--- src/merc_pkg.sv ---
package merc_pkg;
	// register byte offsets (16-bit registers, each at its own offset)
	localparam logic [7:0] MERC_OFS_MEM_CMD = 8'hC0;
	localparam logic [7:0] MERC_OFS_MEM_STS = 8'hC2;
	localparam logic [7:0] MERC_OFS_SYS_CMD = 8'hC4;
	localparam logic [7:0] MERC_OFS_SYS_STS = 8'hC6;

	// memory error command fields
	localparam int MERC_MC_CORR_EN = 2;
	localparam int MERC_MC_REP_CE = 1;
	localparam int MERC_MC_REP_UE = 0;
	localparam logic [15:0] MERC_MC_MASK = 16'h0007;
	localparam logic [15:0] MERC_MC_RESET = 16'h0000;

	// memory error status fields
	localparam int MERC_MS_CE = 1;
	localparam int MERC_MS_UE = 0;
	localparam logic [15:0] MERC_MS_MASK = 16'h0003;
	localparam logic [15:0] MERC_MS_RESET = 16'h0000;

	// system error command fields
	localparam int MERC_SC_HOST_CORR = 9;
	localparam int MERC_SC_HOST_CE = 8;
	localparam int MERC_SC_HOST_UE = 7;
	localparam int MERC_SC_ADDRESS_ERROR_N_DRV = 5;
	localparam int MERC_SC_ADDRESS_ERROR_N_IN = 4;
	localparam int MERC_SC_BUS_ERROR_N_DRV = 3;
	localparam int MERC_SC_BUS_ERROR_N_IN = 2;
	localparam int MERC_SC_BUS_INITIALISE_N_DRV = 1;
	localparam int MERC_SC_BUS_INITIALISE_N_IN = 0;
	localparam logic [15:0] MERC_SC_MASK_HOST = 16'h03BF;
	localparam logic [15:0] MERC_SC_MASK_MEM = 16'h00BF;
	localparam logic [15:0] MERC_SC_RESET = 16'h0000;

	// system error status fields
	localparam int MERC_SS_APAR = 4;
	localparam int MERC_SS_RPAR = 3;
	localparam int MERC_SS_HOST_CE = 2;
	localparam int MERC_SS_HOST_UE = 1;
	localparam int MERC_SS_PROTO = 0;
	localparam logic [15:0] MERC_SS_MASK_HOST = 16'h001F;
	localparam logic [15:0] MERC_SS_MASK_MEM = 16'h0019;
	localparam logic [15:0] MERC_SS_RESET = 16'h0000;

	localparam logic [1:0] MERC_SYNC_RESET = 2'h0;

	// error events from the datapath, each a one-cycle pulse
	typedef struct packed {
		logic mem_single; // single-bit error seen on memory read data
		logic mem_multi; // multi-bit error seen on memory read data
		logic host_single; // single-bit error on host bus data
		logic host_multi; // multi-bit error on host bus data
		logic req_parity; // request parity error
		logic addr_parity; // address parity error
		logic protocol; // host bus protocol violation
	} merc_events_s;

	// register access port
	typedef struct packed {
		logic [7:0] addr;
		logic [15:0] wdata;
		logic wr;
		logic rd;
	} merc_reg_req_s;
endpackage

--- src/merc_ctrl.sv ---
// Decided for this implementation: the address-and-strobe port.
`timescale 1ns/1ps
// Behaviour
// - memory single-bit correction runs only while memory command bit 2 is set.
// - quadword-half identification of single-bit errors works only with correction on.
// - memory command bit 1 logs correctable memory errors and pulses sideband error.
// - memory command bit 0 logs uncorrectable errors; bus error if its driver on.
// - memory status bits clear on write-one, write-zero keeps, reset to zero.
// - memory status bit 1 correctable, bit 0 uncorrectable, upper bits reserved.
// - all ECC check bits written are zero while system command bits 9..7 clear.
// - host variant: system command bit 9 enables host data correction.
// - host variant: bit 8 logs host correctable errors and pulses sideband error.
// - host variant: bit 7 lets host uncorrectable errors drive bus error if enabled; logging is unconditional.
// - memory-only variant: bit 7 turns memory ECC on; array initialised first.
// - system command bit 5 enables driving address-error on request parity errors.
// - system command bit 4 loaded at reset from host address line 8.
// - system command bit 3 enables driving bus-error for uncorrectable errors.
// - system command bit 2 loaded at reset from host address line 9.
// - system command bit 1 enables bus-initialise on protocol violations.
// - system command bit 0 loaded at reset from host address line 10.
// - system command resets with straps in bits 4,2,0; others zero.
// - host variant: host uncorrectable flag sets on multi-bit error regardless.
// - host variant: host single-bit error logged in bit 2 while bit 8 set, sideband error pulsed.
module merc_ctrl #(
	parameter bit HOST_ECC = 1'b1,
	parameter int STRAP_CYCLES = 4
) (
	input wire logic mclk_i,
	input wire logic arst_n_i,
	input wire merc_pkg::merc_reg_req_s reg_req_i,
	output logic [15:0] reg_rdata_o,
	input wire merc_pkg::merc_events_s events_i,
	input wire logic host_address_line_8_i,
	input wire logic host_address_line_9_i,
	input wire logic host_address_line_10_i,
	input wire logic [7:0] ecc_check_in_i,
	output logic [7:0] ecc_check_out_o,
	output logic mem_correct_en_o,
	output logic host_correct_en_o,
	output logic half_identify_en_o,
	output logic mem_ecc_en_o,
	output logic sideband_correctable_error_n_o,
	output logic bus_error_n_o,
	output logic address_error_n_o,
	output logic bus_initialise_n_o,
	output logic address_error_n_in_en_o,
	output logic bus_error_n_in_en_o,
	output logic bus_initialise_n_in_en_o
);
	import merc_pkg::*;

	// the third stage is full only after the third edge, so four is the least
	if (STRAP_CYCLES < 4 || STRAP_CYCLES > 255) begin : g_bad_strap
		$error("merc_ctrl: STRAP_CYCLES out of range");
	end

	localparam logic [15:0] SC_MASK = HOST_ECC ? MERC_SC_MASK_HOST :
		MERC_SC_MASK_MEM;
	localparam logic [15:0] SS_MASK = HOST_ECC ? MERC_SS_MASK_HOST :
		MERC_SS_MASK_MEM;

	logic [15:0] mem_cmd_ff;
	logic [15:0] mem_sts_ff;
	logic [15:0] sys_cmd_ff;
	logic [15:0] sys_sts_ff;
	logic [15:0] nxt_mem_sts;
	logic [15:0] nxt_sys_sts;
	logic [15:0] mem_set;
	logic [15:0] sys_set;
	logic [15:0] mem_clr;
	logic [15:0] sys_clr;

	// strap pins are async to mclk: three stages, vote on the last two
	logic [2:0] s8_ff;
	logic [2:0] s9_ff;
	logic [2:0] s10_ff;
	logic [7:0] strap_cnt_ff;
	logic strap_done_ff;

	always_ff @(posedge mclk_i or negedge arst_n_i) begin
		if (!arst_n_i) begin
			s8_ff <= 3'h0;
			s9_ff <= 3'h0;
			s10_ff <= 3'h0;
		end else begin
			s8_ff <= {s8_ff[1:0], host_address_line_8_i};
			s9_ff <= {s9_ff[1:0], host_address_line_9_i};
			s10_ff <= {s10_ff[1:0], host_address_line_10_i};
		end
	end

	// straps are taken once, a few cycles after release, when the chain is full
	always_ff @(posedge mclk_i or negedge arst_n_i) begin
		if (!arst_n_i) begin
			strap_cnt_ff <= 8'h00;
			strap_done_ff <= 1'b0;
		end else if (!strap_done_ff) begin
			strap_cnt_ff <= strap_cnt_ff + 8'h01;
			if (strap_cnt_ff == 8'(STRAP_CYCLES - 1)) begin
				strap_done_ff <= 1'b1;
			end
		end
	end

	wire strap_take = !strap_done_ff &&
		(strap_cnt_ff == 8'(STRAP_CYCLES - 1));
	wire wr_mc = reg_req_i.wr && reg_req_i.addr == MERC_OFS_MEM_CMD;
	wire wr_ms = reg_req_i.wr && reg_req_i.addr == MERC_OFS_MEM_STS;
	wire wr_sc = reg_req_i.wr && reg_req_i.addr == MERC_OFS_SYS_CMD;
	wire wr_ss = reg_req_i.wr && reg_req_i.addr == MERC_OFS_SYS_STS;

	always_ff @(posedge mclk_i or negedge arst_n_i) begin
		if (!arst_n_i) begin
			mem_cmd_ff <= MERC_MC_RESET;
		end else if (wr_mc) begin
			mem_cmd_ff <= reg_req_i.wdata & MERC_MC_MASK;
		end
	end

	// straps (agreeing last two stages) load the input-enable bits
	always_ff @(posedge mclk_i or negedge arst_n_i) begin
		if (!arst_n_i) begin
			sys_cmd_ff <= MERC_SC_RESET;
		end else if (strap_take) begin
			sys_cmd_ff[MERC_SC_ADDRESS_ERROR_N_IN] <= s8_ff[2] & s8_ff[1];
			sys_cmd_ff[MERC_SC_BUS_ERROR_N_IN] <= s9_ff[2] & s9_ff[1];
			sys_cmd_ff[MERC_SC_BUS_INITIALISE_N_IN] <= s10_ff[2] & s10_ff[1];
		end else if (wr_sc) begin
			sys_cmd_ff <= reg_req_i.wdata & SC_MASK;
		end
	end

	always_comb begin
		mem_set = 16'h0000;
		sys_set = 16'h0000;
		mem_set[MERC_MS_CE] = events_i.mem_single &&
			mem_cmd_ff[MERC_MC_REP_CE];
		mem_set[MERC_MS_UE] = events_i.mem_multi &&
			mem_cmd_ff[MERC_MC_REP_UE];
		sys_set[MERC_SS_HOST_CE] = events_i.host_single &&
			sys_cmd_ff[MERC_SC_HOST_CE];
		sys_set[MERC_SS_HOST_UE] = events_i.host_multi;
		sys_set[MERC_SS_RPAR] = events_i.req_parity;
		sys_set[MERC_SS_APAR] = events_i.addr_parity;
		sys_set[MERC_SS_PROTO] = events_i.protocol;
		mem_clr = wr_ms ? reg_req_i.wdata : 16'h0000;
		sys_clr = wr_ss ? reg_req_i.wdata : 16'h0000;
		// set wins over a simultaneous clear
		nxt_mem_sts = ((mem_sts_ff & ~mem_clr) | mem_set) &
			MERC_MS_MASK;
		nxt_sys_sts = ((sys_sts_ff & ~sys_clr) | sys_set) & SS_MASK;
	end

	always_ff @(posedge mclk_i or negedge arst_n_i) begin
		if (!arst_n_i) begin
			mem_sts_ff <= MERC_MS_RESET;
			sys_sts_ff <= MERC_SS_RESET;
		end else begin
			mem_sts_ff <= nxt_mem_sts;
			sys_sts_ff <= nxt_sys_sts;
		end
	end

	always_ff @(posedge mclk_i or negedge arst_n_i) begin
		if (!arst_n_i) begin
			reg_rdata_o <= 16'h0000;
		end else if (reg_req_i.rd) begin
			case (reg_req_i.addr)
				MERC_OFS_MEM_CMD: reg_rdata_o <= mem_cmd_ff;
				MERC_OFS_MEM_STS: reg_rdata_o <= mem_sts_ff;
				MERC_OFS_SYS_CMD: reg_rdata_o <= sys_cmd_ff;
				MERC_OFS_SYS_STS: reg_rdata_o <= sys_sts_ff;
				default: reg_rdata_o <= 16'h0000;
			endcase
		end else begin
			reg_rdata_o <= 16'h0000;
		end
	end

	// check bits are forced to zero for error injection when 9..7 all clear
	always_ff @(posedge mclk_i or negedge arst_n_i) begin
		if (!arst_n_i) begin
			ecc_check_out_o <= 8'h00;
		end else if (sys_cmd_ff[MERC_SC_HOST_CORR:MERC_SC_HOST_UE] == 3'h0) begin
			ecc_check_out_o <= 8'h00;
		end else begin
			ecc_check_out_o <= ecc_check_in_i;
		end
	end

	// enables, registered from the command registers
	always_ff @(posedge mclk_i or negedge arst_n_i) begin
		if (!arst_n_i) begin
			mem_correct_en_o <= 1'b0;
			half_identify_en_o <= 1'b0;
			host_correct_en_o <= 1'b0;
			mem_ecc_en_o <= 1'b0;
			address_error_n_in_en_o <= 1'b0;
			bus_error_n_in_en_o <= 1'b0;
			bus_initialise_n_in_en_o <= 1'b0;
		end else begin
			mem_correct_en_o <= mem_cmd_ff[MERC_MC_CORR_EN];
			half_identify_en_o <= mem_cmd_ff[MERC_MC_CORR_EN];
			host_correct_en_o <= HOST_ECC &&
				sys_cmd_ff[MERC_SC_HOST_CORR];
			// memory-only variant: bit 7 is the array ECC switch
			mem_ecc_en_o <= HOST_ECC || sys_cmd_ff[MERC_SC_HOST_UE];
			address_error_n_in_en_o <= sys_cmd_ff[MERC_SC_ADDRESS_ERROR_N_IN];
			bus_error_n_in_en_o <= sys_cmd_ff[MERC_SC_BUS_ERROR_N_IN];
			bus_initialise_n_in_en_o <= sys_cmd_ff[MERC_SC_BUS_INITIALISE_N_IN];
		end
	end

	// error signals on the host bus: active low, one cycle per event
	always_ff @(posedge mclk_i or negedge arst_n_i) begin
		if (!arst_n_i) begin
			sideband_correctable_error_n_o <= 1'b1;
			bus_error_n_o <= 1'b1;
			address_error_n_o <= 1'b1;
			bus_initialise_n_o <= 1'b1;
		end else begin
			sideband_correctable_error_n_o <= !(
				(events_i.mem_single && mem_cmd_ff[MERC_MC_REP_CE]) ||
				(HOST_ECC && events_i.host_single &&
				sys_cmd_ff[MERC_SC_HOST_CE]));
			bus_error_n_o <= !(sys_cmd_ff[MERC_SC_BUS_ERROR_N_DRV] && (
				(events_i.mem_multi && mem_cmd_ff[MERC_MC_REP_UE]) ||
				(HOST_ECC && events_i.host_multi &&
				sys_cmd_ff[MERC_SC_HOST_UE])));
			address_error_n_o <= !(sys_cmd_ff[MERC_SC_ADDRESS_ERROR_N_DRV] &&
				events_i.req_parity);
			bus_initialise_n_o <= !(sys_cmd_ff[MERC_SC_BUS_INITIALISE_N_DRV] &&
				events_i.protocol);
		end
	end
endmodule

--- config.mk ---
export PLATFORM = sky130hd
export DESIGN_NAME = merc_ctrl
export DESIGN_NICKNAME = d
export VERILOG_FILES = /design/src/merc_pkg.sv /design/src/merc_ctrl.sv
export SDC_FILE = /design/constraint.sdc
export NUM_CORES = 1
export LEC_CHECK = 0
export BUFFER_PORTS_ARGS = -buffer_cell sky130_fd_sc_hd__buf_2
export CELL_PAD_IN_SITES_DETAIL_PLACEMENT = 1
export CELL_PAD_IN_SITES_GLOBAL_PLACEMENT = 1
export CORE_AREA = 5 5 106 108
export DETAILED_ROUTE_END_ITERATION = 10
export DIE_AREA = 0 0 111 113
export GPL_TIMING_DRIVEN = 0
export PLACE_DENSITY = 0.62
export SLEW_MARGIN = 20
export SYNTH_ARGS = -nofsm -noshare
export SYNTH_HDL_FRONTEND = slang
export SYNTH_SLANG_ARGS = --single-unit
--- constraint.sdc ---
create_clock -name mclk_i -period 3.4 [get_ports mclk_i]
set_input_delay 0 -clock mclk_i [delete_from_list [all_inputs] [get_ports mclk_i]]
set_output_delay 0 -clock mclk_i [all_outputs]
set_load 0.05 [all_outputs]
Word level (Yosys, flattened, before mapping)
Index checks and enable logic that the tools add are counted.
{ "classes": {"muxes": 11, "add_sub_neg": 1, "reduce_logical": 22, "bitwise": 10, "eq_ne": 5} }
{ "ops": {"columns": ["operator", "count"], "rows": [
  ["case mux 10 bit (4 select lines)", 1],
  ["== test 8 bit, second input constant", 4],
  ["two-way mux 16 bit", 1],
  ["logical AND 1 bit", 12],
  ["two-way mux 5 bit", 2],
  ["adder 8 x 1 -> 8 bit, second input constant", 1],
  ["== test 8 x 2 -> 1 bit, second input constant", 1],
  ["two-way mux 8 bit", 1],
  ["bitwise AND 5 bit", 1],
  ["logical NOT 1 bit", 5],
  ["two-way mux 1 bit", 5],
  ["NOT 5 bit", 1],
  ["bitwise OR 5 bit", 1],
  ["bitwise AND 1 bit", 3],
  ["logical NOT 3 bit", 1],
  ["bitwise AND 2 bit", 1],
  ["logical OR 1 bit", 2],
  ["two-way mux 2 bit", 1],
  ["NOT 2 bit", 1],
  ["bitwise OR 2 bit", 1],
  ["AND reduction 2 bit", 1],
  ["nonzero test 2 bit", 1],
  ["NOT 1 bit", 1]
]} }
{ "word_totals": {"wordCells": 71, "input_bits": 46, "out_inout_bits": 35, "register_bits": 71} }

Longest topological paths before layout
Gate-level depths: netlist of run 1.
{ "logic_depth": {"ltp_word": 6, "mapped_depth": 5, "mapped_depth_nobuf": 5} }

Least setup slack after synthesis of run 1
OpenSTA, ideal clock, no wires.
{ "synth_path": {"path_type": "register to register", "start": "register strap_cnt_ff[0]", "end": "register sys_cmd_ff[1]", "path_stages_with_launch": 6, "required_ps": 3275, "setup_ps": 125, "arrival_ps": 1501, "period_less_slack_ps": 1626, "path_buffers": 0, "path_slack_ps": 1774, "cell_sequence": "dfrtp_1 > ha_1 > nor2b_1 > nand3_1 > nand2_4 > mux2_4"} }
{ "synth_between": {"elab_chain_len": 4} }
{ "synth_rtl": {"columns": ["item", "line", "rtl"], "rows": [
  ["start: declaration", "merc_ctrl.sv:77", "logic [7:0] strap_cnt_ff;"],
  ["start signal: assignment", "merc_ctrl.sv:98", "strap_cnt_ff <= strap_cnt_ff + 8'h01;"],
  ["== test 8 x 2 -> 1 bit", "merc_ctrl.sv:106", "(strap_cnt_ff == 8'(STRAP_CYCLES - 1));"],
  ["logical AND 1 bit", "merc_ctrl.sv:105", "wire strap_take = !strap_done_ff &&"],
  ["NOT 1 bit (no source line)", null, null],
  ["AND reduction 2 bit (no source line)", null, null],
  ["end signal: indexed assignment", "merc_ctrl.sv:125", "sys_cmd_ff[MERC_SC_ADDRESS_ERROR_N_IN] <= s8_ff[2] & s8_ff[1];"],
  ["end signal: indexed assignment", "merc_ctrl.sv:126", "sys_cmd_ff[MERC_SC_BUS_ERROR_N_IN] <= s9_ff[2] & s9_ff[1];"],
  ["end signal: indexed assignment", "merc_ctrl.sv:127", "sys_cmd_ff[MERC_SC_BUS_INITIALISE_N_IN] <= s10_ff[2] & s10_ff[1];"],
  ["end: declaration", "merc_ctrl.sv:64", "logic [15:0] sys_cmd_ff;"]
]} }
Every way passes these cells.
A chain may end at the register's enable or synchronous reset.

Worst setup path after layout of run 1
{ "layout_path": {"start": "input port reg_req_i[19] (netlist name)", "end": "register sys_sts_ff[2]"} }
{ "layout_between": {"elab_chain_len": 6} }
{ "layout_rtl": {"columns": ["item", "line", "rtl"], "rows": [
  ["start: declaration", "merc_ctrl.sv:30", "input wire merc_pkg::merc_reg_req_s reg_req_i,"],
  ["== test 8 bit", "merc_ctrl.sv:110", "wire wr_ss = reg_req_i.wr && reg_req_i.addr == MERC_OFS_SYS_STS;"],
  ["logical AND 1 bit", "merc_ctrl.sv:110", null],
  ["two-way mux 5 bit", "merc_ctrl.sv:147", "sys_clr = wr_ss ? reg_req_i.wdata : 16'h0000;"],
  ["NOT 5 bit", "merc_ctrl.sv:151", "nxt_sys_sts = ((sys_sts_ff & ~sys_clr) | sys_set) & SS_MASK;"],
  ["bitwise AND 5 bit", "merc_ctrl.sv:151", null],
  ["bitwise OR 5 bit", "merc_ctrl.sv:151", null],
  ["named net nxt_sys_sts[2]", "merc_ctrl.sv:67", "logic [15:0] nxt_sys_sts;"],
  ["end signal: assignment", "merc_ctrl.sv:160", "sys_sts_ff <= nxt_sys_sts;"],
  ["end: declaration", "merc_ctrl.sv:65", "logic [15:0] sys_sts_ff;"]
]} }
The timed path passes the listed nets, and every way through them passes these cells.

==> flow_summary.ini, run 1 <==
[timing]
finalWorstSetupSlack_ns = 1.411
hold_slack_ns = 0.04609
finalMaxSlewViolations = 0
max_freq_ghz = 0.5027
min_period_over_period_pct = 58.51
clock-skew-final_ns = 0.009483
period_needed_ns = 1.989
rsz0062_at_grt = false
finalSetupViolCount = 0
tightest_slew_ns = 1.110
hold_viol_final = 0
slew_headroom_pct = 25.32
finalSetupTns_ns = 0

[power]
power.total_mw = 1.595
vdd_ir_drop_max_v = 0.0001614
p_per_area_mw_per_mm2 = 452.7
p_leak_nw = 1.686

[die]
rows = 37
die_h_um = 113
initial_utilization_pct = 24.52
core_mm2 = 0.01014
ios = 81
die_w_um = 111
dieArea_mm2 = 0.01254

[cells_and_area]
nets = 339
mostFrequentLayoutCell = buf_2
fillCellCount = 1120
diodes = 0
drive_gt1_share_pct = 36.82
ff_latch_area_mm2 = 0.001607
multi_input_area_um2 = 823.3
fin_cells = 432
final_cell_mix = buf_2 (64), dfrtp_1 (60), dlygate4sd3_1 (33)
area_growth_pct = 41.67

[synth]
synth_cell_types = 37
synthesis.area_mm2 = 0.002486
syn_area_per_cell_um2 = 14.13
synth_edf_count = 0
synth-seq-cells = 64
synthArstFlopShare_pct = 100.0
synth-main-ff-cell = dfrtp_1
ys_seq_area_share_pct = 64.62
syn_inst = 176
ys_warn_count = 0

[global_routing]
antenna_found_initial = 0
grt_overflow_total = 0
grt_max_degree = 46
grt_pass1_wl_um = 9804
grt.total_usage_pct = 9.945
grt_pass1_vias = 1954

[worst_setup_path]
endpoint_kind = flop
crit_chain = buf_2 -> buf_4 -> nand2_1 -> nor4_1 -> nand2_1 -> a22o_1 -> dlygate4sd3_1
crit_top_cell = nand2_1
path_delay_family = simple AND/OR/NAND/NOR gates
worstSetupPathType = in2reg
cpPeakStageDelay_ns = 0.93
crit_path_max_fanout = 10
critPathLaunchType = primary input
crit_slowest_cell = nor4_1
crit_required_ns = 3.62
path_buf_inv = 3
arrival_ns = 2.21

[drt]
vias = 1722
drc_errors = 0
finalWirelength_um = 5839
wl_per_cell_um = 13.52
ant_nets = 0
drt_iter0_drc = 78
vias_per_cell = 3.986
first_pass_iters = 4

[outcome]
status = complete, no violations

[run]
cap_violations = 0

[placed_design]
gp_congestion = 0.7416
place_inst = 384
place_worst_setup_slack_ns = 1.523
io_buffer_count = 65
hpwl_um = 4308

[clock_network]
cts_setup_buffers = 0
numCtsBuffers = 9
insertion_delay_ns = 0.34
cts.sinks = 64
htree_levels = 3
max-clock-path-buffers = 2
cts_tree = yes
cts_root_buf = clkbuf_8
clk_pin_slew_ns = 0.07

[hold_path]
hold_class = in2reg
## power by group
group / internal (mW) / switching (mW) / total [mW]
clock: 0.280 / 0.264 / 0.545
sequential: 0.802 / 0.0207 / 0.822
combinational: 0.0980 / 0.130 / 0.228
## cells by family (layout without fill, tap and decap cells)
kind of cell	count (synthesis)	count (layout)	synth area share (%)
flops	64	64	64.62
simple gates	56	56	14.70
compound gates	18	18	4.982
mux	17	17	9.260
buf+inv	11	125	3.170
xor+xnor	7	7	2.466
other cells	2	8	0.3021
fa+ha+maj	1	1	0.5032
## registers in the layout (all words and copies together) (netlist names), 2 cells and up
name	flops
ecc_check_out_o	8
mem_cmd_ff	3
mem_sts_ff	2
reg_rdata_o	9
s10_ff	3
s8_ff	3
s9_ff	3
strap_cnt_ff	8
sys_cmd_ff	9
sys_sts_ff	5
## worst reg2reg max path: stages (launching register included)
cell	delay (ns)
dfrtp_1	0.43
nor4_1	0.39
nand3_1	0.35
nand2_4	0.26
mux2_4	0.32
## cell usage after synthesis, drive strengths merged, types with 3 or more instances
cell / instances / area share [%]
nor4: 4 / 1.6
nand3: 6 / 1.2
mux2: 10 / 5.4
mux2i: 5 / 2.0
and2: 4 / 1.0
buf: 10 / 3.0
a21o: 4 / 1.2
a21oi: 6 / 1.2
nor2: 7 / 1.1
dfrtp: 60 / 60
and3: 3 / 0.75
xnor2: 5 / 1.8
a22o: 4 / 1.4
nand2: 11 / 2.0
dfstp: 4 / 4.2
nor2b: 9 / 2.3
## metal layers
layer	routed length (µm)	track usage (%)
met1	2476	11.74
met2	2955	16.59
met3	347	4.385
met4	60	2.709
met5	0	0
## cell type report
cell class	instances	area share [%]
Sequential cell	64	45.61
Multi-Input combinational cell	107	23.37
Timing Repair Buffer	99	19.47
Tap cell	136	4.831
Clock buffer	14	4.334
Buffer	10	2.131
Clock inverter	1	0.1421
Inverter	1	0.1066
## worst paths after layout
path | startpoint | endpoint | slack, ns | cells past startpoint
worst max-delay path | reg_req_i[19] | sys_sts_ff[2] | 1.41 | 7
worst min-delay path | reg_req_i[21] | reg_rdata_o[2] | 0.05 | 4
worst max register to register | strap_cnt_ff[2] | sys_cmd_ff[8] | 1.53 | 4
worst min register to register | s8_ff[0] | s8_ff[1] | 0.35 | 0
max in group asynchronous | arst_n_i | address_error_n_o | 2.75 | 3
min in group asynchronous | arst_n_i | half_identify_en_o | 0.09 | 2
## metrics by stage
step / area, µm² / utilization [%]
after floorplan: 2509 / -
after global placement: 3004 / 29.63
after detailed placement: 3034 / 29.93
after CTS: 3522 / 34.74
after global routing: 3522 / 34.74
final: 3522 / 34.74
## repair_timing
| action | in CTS | in global routing |
|---|---|---|
| hold buffers | 33 | 0 |
| endpoints found under the hold margin | 95 | 0 |
| resized for setup | 0 | 0 |
(Power assumes the default switching activity.)
==> inputs of run 2 (changes only) <==
Settings changed: PLACE_DENSITY 0.62 to 0.64.
Clock period 3.4 ns to 1.8 ns, I/O delays scaled along.
==> run 2 against run 1 <==
- critical path depth shrank 3
- cell count shrank 0.46%
- sequential share of layout area shrank 0.29 points
- first-iteration DRC count shrank 54%
- global-route usage shrank 0.064 points
- die area is the same
- final area grew 0.64%
- non-clock buffer count shrank 3
- clock power grew 120%
- critical path type is now reg2reg
- largest power group unchanged
==> flow_summary.ini, run 2 (synthesis results as in run 1) <==
[power]
p_per_area_mw_per_mm2 = 896.6
p_leak_nw = 1.688
seq_power_share_pct = 48.8
p_clk_share_pct = 38.1
power.total_mw = 3.178
power_frac_comb_pct = 13.1
p_sw_share_pct = 26.87
intPower_mw = 2.324
p_switching_mw = 0.8539
vdd_ir_drop_max_v = 0.0003889

[die]
rows = 37
core_mm2 = 0.01014
initial_utilization_pct = 24.52
die_w_um = 111
die_h_um = 113
ios = 81
dieArea_mm2 = 0.01254

[cells_and_area]
mostFrequentLayoutCell = buf_2
diodes = 0
drive_gt1_share_pct = 39.80
reg_top3 = reg_rdata_o: 9 flops, sys_cmd_ff: 9 flops
nets = 336
final_cell_mix = buf_2 (64), dfrtp_1 (60), dlygate4sd3_1 (30)
area_growth_pct = 42.58
fin_cells = 430
fillCellCount = 1121

[worst_setup_path]
critical_path.endpoint = sys_cmd_ff[3]
worstSetupPathType = reg2reg
r2r-end = sys_cmd_ff[3]
rrSetupSlack_ns = 0.12
endpoint_kind = flop
crit_slowest_cell = dfrtp_1
crit_path_max_fanout = 7
crit_chain = nor4_4 -> nand3_2 -> nand2_4 -> mux2_4
r2r_cells = 4
crit_required_ns = 2.03
arrival_ns = 1.91
r2r_start = strap_cnt_ff[2]
cpPeakStageDelay_ns = 0.46
crit_path_start = strap_cnt_ff[2]
critPathLaunchType = flop

[outcome]
status = complete, no violations

[timing]
min_period_over_period_pct = 93.55
slew_headroom_pct = 27.71
period_needed_ns = 1.684
rsz0062_at_grt = false
hold_viol_final = 0
clock-skew-final_ns = 0.008811
finalMaxSlewViolations = 0
max_freq_ghz = 0.5939
hold_slack_ns = 0.03783
finalSetupViolCount = 0
tightest_slew_ns = 1.074

[drt]
wl_per_cell_um = 13.92
vias_per_cell = 3.953
first_pass_iters = 4
drc_errors = 0
ant_nets = 0
finalWirelength_um = 5984
drt_iter0_drc = 36
vias = 1700

[placed_design]
io_buffer_count = 65
gp_congestion = 0.7319
hpwl_um = 4431
place_inst = 384

[global_routing]
grt_pass1_wl_um = 9687
grt_pass1_vias = 1825
antenna_found_initial = 0
grt.total_usage_pct = 9.882
grt_overflow_total = 0
grt_max_degree = 38

[clock_network]
clk_pin_slew_ns = 0.08
cts_root_buf = clkbuf_8
insertion_delay_ns = 0.34
cts_tree = yes
max-clock-path-buffers = 2
numCtsBuffers = 9
htree_levels = 3
cts.sinks = 64

[run]
cap_violations = 0

[hold_path]
hold_class = in2reg
==> run 2: changes by cell type in the layout (fill, tap and decap cells not counted), sizes merged <==
| cell | previous run | this run |
|---|---|---|
| clkbuf | 14 | 9 |
| dlygate4sd3 | 33 | 30 |
| bufinv | 0 | 1 |
| clkinv | 1 | 2 |
| clkinvlp | 0 | 3 |
| inv | 1 | 2 |
==> run 2: power by group through the flow <==
stage                     logic (mW)  registers, mW  clock network, mW
after floorplan                0.146           1.65                  0
after detailed placement       0.370           1.58                  0
final                          0.416           1.55               1.21
after global routing           0.449           1.56               1.32
after CTS                      0.423           1.55               1.27
after global placement         0.360           1.58                  0
==> run 2: worst min-delay path by stage <==
stage	startpoint	end	slack, ns	cells past startpoint
final	reg_req_i[1]	mem_sts_ff[0]	0.04	3
after global routing	reg_req_i[1]	mem_sts_ff[1]	0.03	3
after CTS	reg_req_i[1]	mem_sts_ff[1]	0.02	3
after detailed placement	arst_n_i	reg_rdata_o[2]	-0.06	1
after global placement	host_address_line_9_i	s9_ff[0]	0.11	1
after floorplan	arst_n_i	address_error_n_in_en_o	-0.30	0
==> run 2: cell type report <==
cell class                 instances  area (µm²)  area share (%)
sequential                        64        1607           45.32
multi-input combinational        107       845.8           23.86
timing repair buffer              96       648.1           18.28
tap                              136       170.2           4.801
clock buffer                       9       123.9           3.495
buffer                            10       75.07           2.118
clock inverter                     7       71.32           2.012
inverter                           1       3.754          0.1059
==> run 2: routing by layer <==
metal,up-vias,wire length (µm),global-route usage (%)
met5,-,0,0
met4,0,55,2.709
met2,41,3107,16.46
li1,820,-,-
met3,5,296,4.225
met1,834,2525,11.75
==> run 2: through the flow <==
| stage | TNS [ns] | setup WS [ns] | cell area [µm²] | util (%) |
|---|---|---|---|---|
| global route | 0 | 0.01503 | 3545 | 34.96 |
| global placement | -0.5040 | -0.08429 | 3004 | 29.63 |
| detailed placement | -0.7663 | -0.1316 | 3027 | 29.85 |
| CTS | 0 | 0.02801 | 3533 | 34.85 |
| floorplan | 0 | 0.1744 | 2509 | - |
| finish | 0 | 0.1162 | 3545 | 34.96 |
==> run 2: worst max-delay path, delay by kind of cell, from the launching register on <==
kind,cells,cell delay [ns]
simple gates,3,0.80
mux,1,0.31
flops,1,0.46
==> run 2: what timing repair did <==
action	CTS	global route
gates resized for setup	2	2
hold buffers	30	0
pin swaps	0	1
buffers inserted	0	0
setup endpoints to repair	6	6
hold endpoints to repair	98	0
==> inputs of run 3 (changes only) <==
Settings changed: ABC_CLOCK_PERIOD_IN_PS set to 1400.
Clock period 1.8 ns to 1.4 ns, I/O delays scaled along.
==> run 3 against run 2 <==
- the run now ends with negative setup slack left
- maximum frequency rose by 13%
- die area unchanged
- critical path depth stayed put
- non-clock buffer count grew 6
- clock skew decreased by 0.00093 ns
- global-route usage is 0.64 points higher
- sequential cell count did not move
- core utilization increased by 0.68 points
- final area rose by 1.9%
- wire length increased by 2.3%
- clock-buffer cell count grew 4
- power is 29% higher
==> flow_summary.ini, run 3 (synthesis results as in run 1) <==
[cells_and_area]
nets = 342
drive_gt1_share_pct = 42.00
mostFrequentLayoutCell = buf_2
final_cell_mix = buf_2 (64), dfrtp_1 (57), dlygate4sd3_1 (30)
final_area_mm2 = 0.003613
fin_cells = 437
area_growth_pct = 45.34
reg_top3 = reg_rdata_o: 9 flops, sys_cmd_ff: 9 flops

[power]
power.total_mw = 4.096
p_per_area_mw_per_mm2 = 1133
vdd_ir_drop_max_v = 0.0005386
p_leak_nw = 1.726

[clock_network]
cts_root_buf = clkbuf_8
insertion_delay_ns = 0.34
htree_levels = 3
clk_pin_slew_ns = 0.07
cts.sinks = 64
numCtsBuffers = 9
max-clock-path-buffers = 2
cts_tree = yes

[die]
ios = 81
rows = 37
die_h_um = 113
dieArea_mm2 = 0.01254
initial_utilization_pct = 24.52
core_mm2 = 0.01014
die_w_um = 111

[timing]
finalSetupTns_ns = -0.5319
rsz0062_at_grt = true
hold_slack_ns = 0.03734
clock-skew-final_ns = 0.007878
tightest_slew_ns = 0.9912
period_needed_ns = 1.494
finalWorstSetupSlack_ns = -0.09398
min_period_over_period_pct = 106.7
slew_headroom_pct = 33.31
finalSetupViolCount = 6
finalMaxSlewViolations = 0
max_freq_ghz = 0.6694
hold_viol_final = 0

[placed_design]
io_buffer_count = 65
hpwl_um = 4404
dpl_cell_area_mm2 = 0.003040
place_inst = 384
gp_congestion = 0.7240

[hold_path]
hold_depth = 4
hold_class = in2reg

[drt]
finalWirelength_um = 6119
route.met2.wl_um = 3145
drc_errors = 0
route.met3.wl_um = 303
vias = 1705
wl_per_cell_um = 14.00
first_pass_iters = 3
ant_nets = 0
drt_iter0_drc = 45
vias_per_cell = 3.902
met1_length_um = 2579
maxUsedRoutingLayer = met4

[global_routing]
grt_pass1_wl_um = 10300
grt.total_usage_pct = 10.52
grt_pass1_vias = 2019
antenna_found_initial = 1
grt_max_degree = 34
grt_overflow_total = 0

[worst_setup_path]
r2r_cells = 4
endpoint_kind = flop
worstSetupPathType = reg2reg
arrival_ns = 1.71
critPathLaunchType = flop
crit_path_max_fanout = 6
crit_required_ns = 1.62

[outcome]
status = complete, but fails checks
violations = negative setup slack

[run]
cap_violations = 0
run 3: changes by cell type in the layout (fill, tap and decap cells not counted), sizes merged:
| cell | before | now |
|---|---|---|
| diode | 0 | 1 |
| clkbuf | 9 | 13 |
| buf | 76 | 82 |
| clkinvlp | 3 | 0 |
| inv | 2 | 1 |
run 3: critical path: stages, from the launching register on:
cell and delay [ns]:
dfrtp_2 0.42, nor4_4 0.32, nand3_2 0.16, nand2_4 0.16
mux2_4 0.31
run 3: path summary, 6_finish.rpt:
| check | startpoint | endpoint | slack [ns] |
|---|---|---|---|
| worst min-delay path | reg_req_i[21] | reg_rdata_o[2] | 0.04 |
| max in group asynchronous | arst_n_i | address_error_n_o | 0.66 |
| worst max-delay path | strap_cnt_ff[3] | sys_cmd_ff[3] | -0.09 |
| min in group asynchronous | arst_n_i | half_identify_en_o | 0.15 |
| worst min register to register | s9_ff[0] | s9_ff[1] | 0.35 |
| worst max register to register | strap_cnt_ff[3] | sys_cmd_ff[3] | -0.09 |
run 3: through the flow:
| stage | setup WS (ns) | utilization (%) |
|---|---|---|
| 3_5_place_dp | -0.3533 | 29.99 |
| 2_1_floorplan | -0.08181 | - |
| 4_1_cts | -0.06515 | 35.49 |
| 3_3_place_gp | -0.3618 | 29.77 |
| 6_report | -0.09398 | 35.64 |
| 5_1_grt | -0.1743 | 35.64 |
run 3: repair_timing:
action | 4_1_cts | 5_1_grt
buffers inserted | 5 | 1
pin swaps | 2 | 1
resized for setup | 5 | 2
hold endpoints to repair | 95 | 0
endpoints found under the setup margin | 18 | 14
hold buffers | 30 | 0
run 3: power breakdown:
part	switching (mW)	internal, mW	total [mW]
combinational	0.311	0.223	0.534
sequential	0.0501	1.95	2.00
clock	0.650	0.915	1.56
total	1.01	3.08	4.10
run 3: final cells by class:
cell class | count | area [µm²]
tap | 136 | 170.2
buffer | 10 | 75.07
clock buffer | 13 | 158.9
multi-input combinational | 107 | 859.6
sequential | 64 | 1610
clock inverter | 3 | 40.04
inverter | 1 | 3.754
antenna | 1 | 2.502
timing repair buffer | 102 | 693.2
fill | 1100 | 6525
run 3: layer usage:
layer | up-vias | GRT usage (%)
met1 | 822 | 11.86
li1 | 832 | -
met2 | 42 | 18.49
met4 | 0 | 3.695
met5 | - | 0
met3 | 9 | 3.743
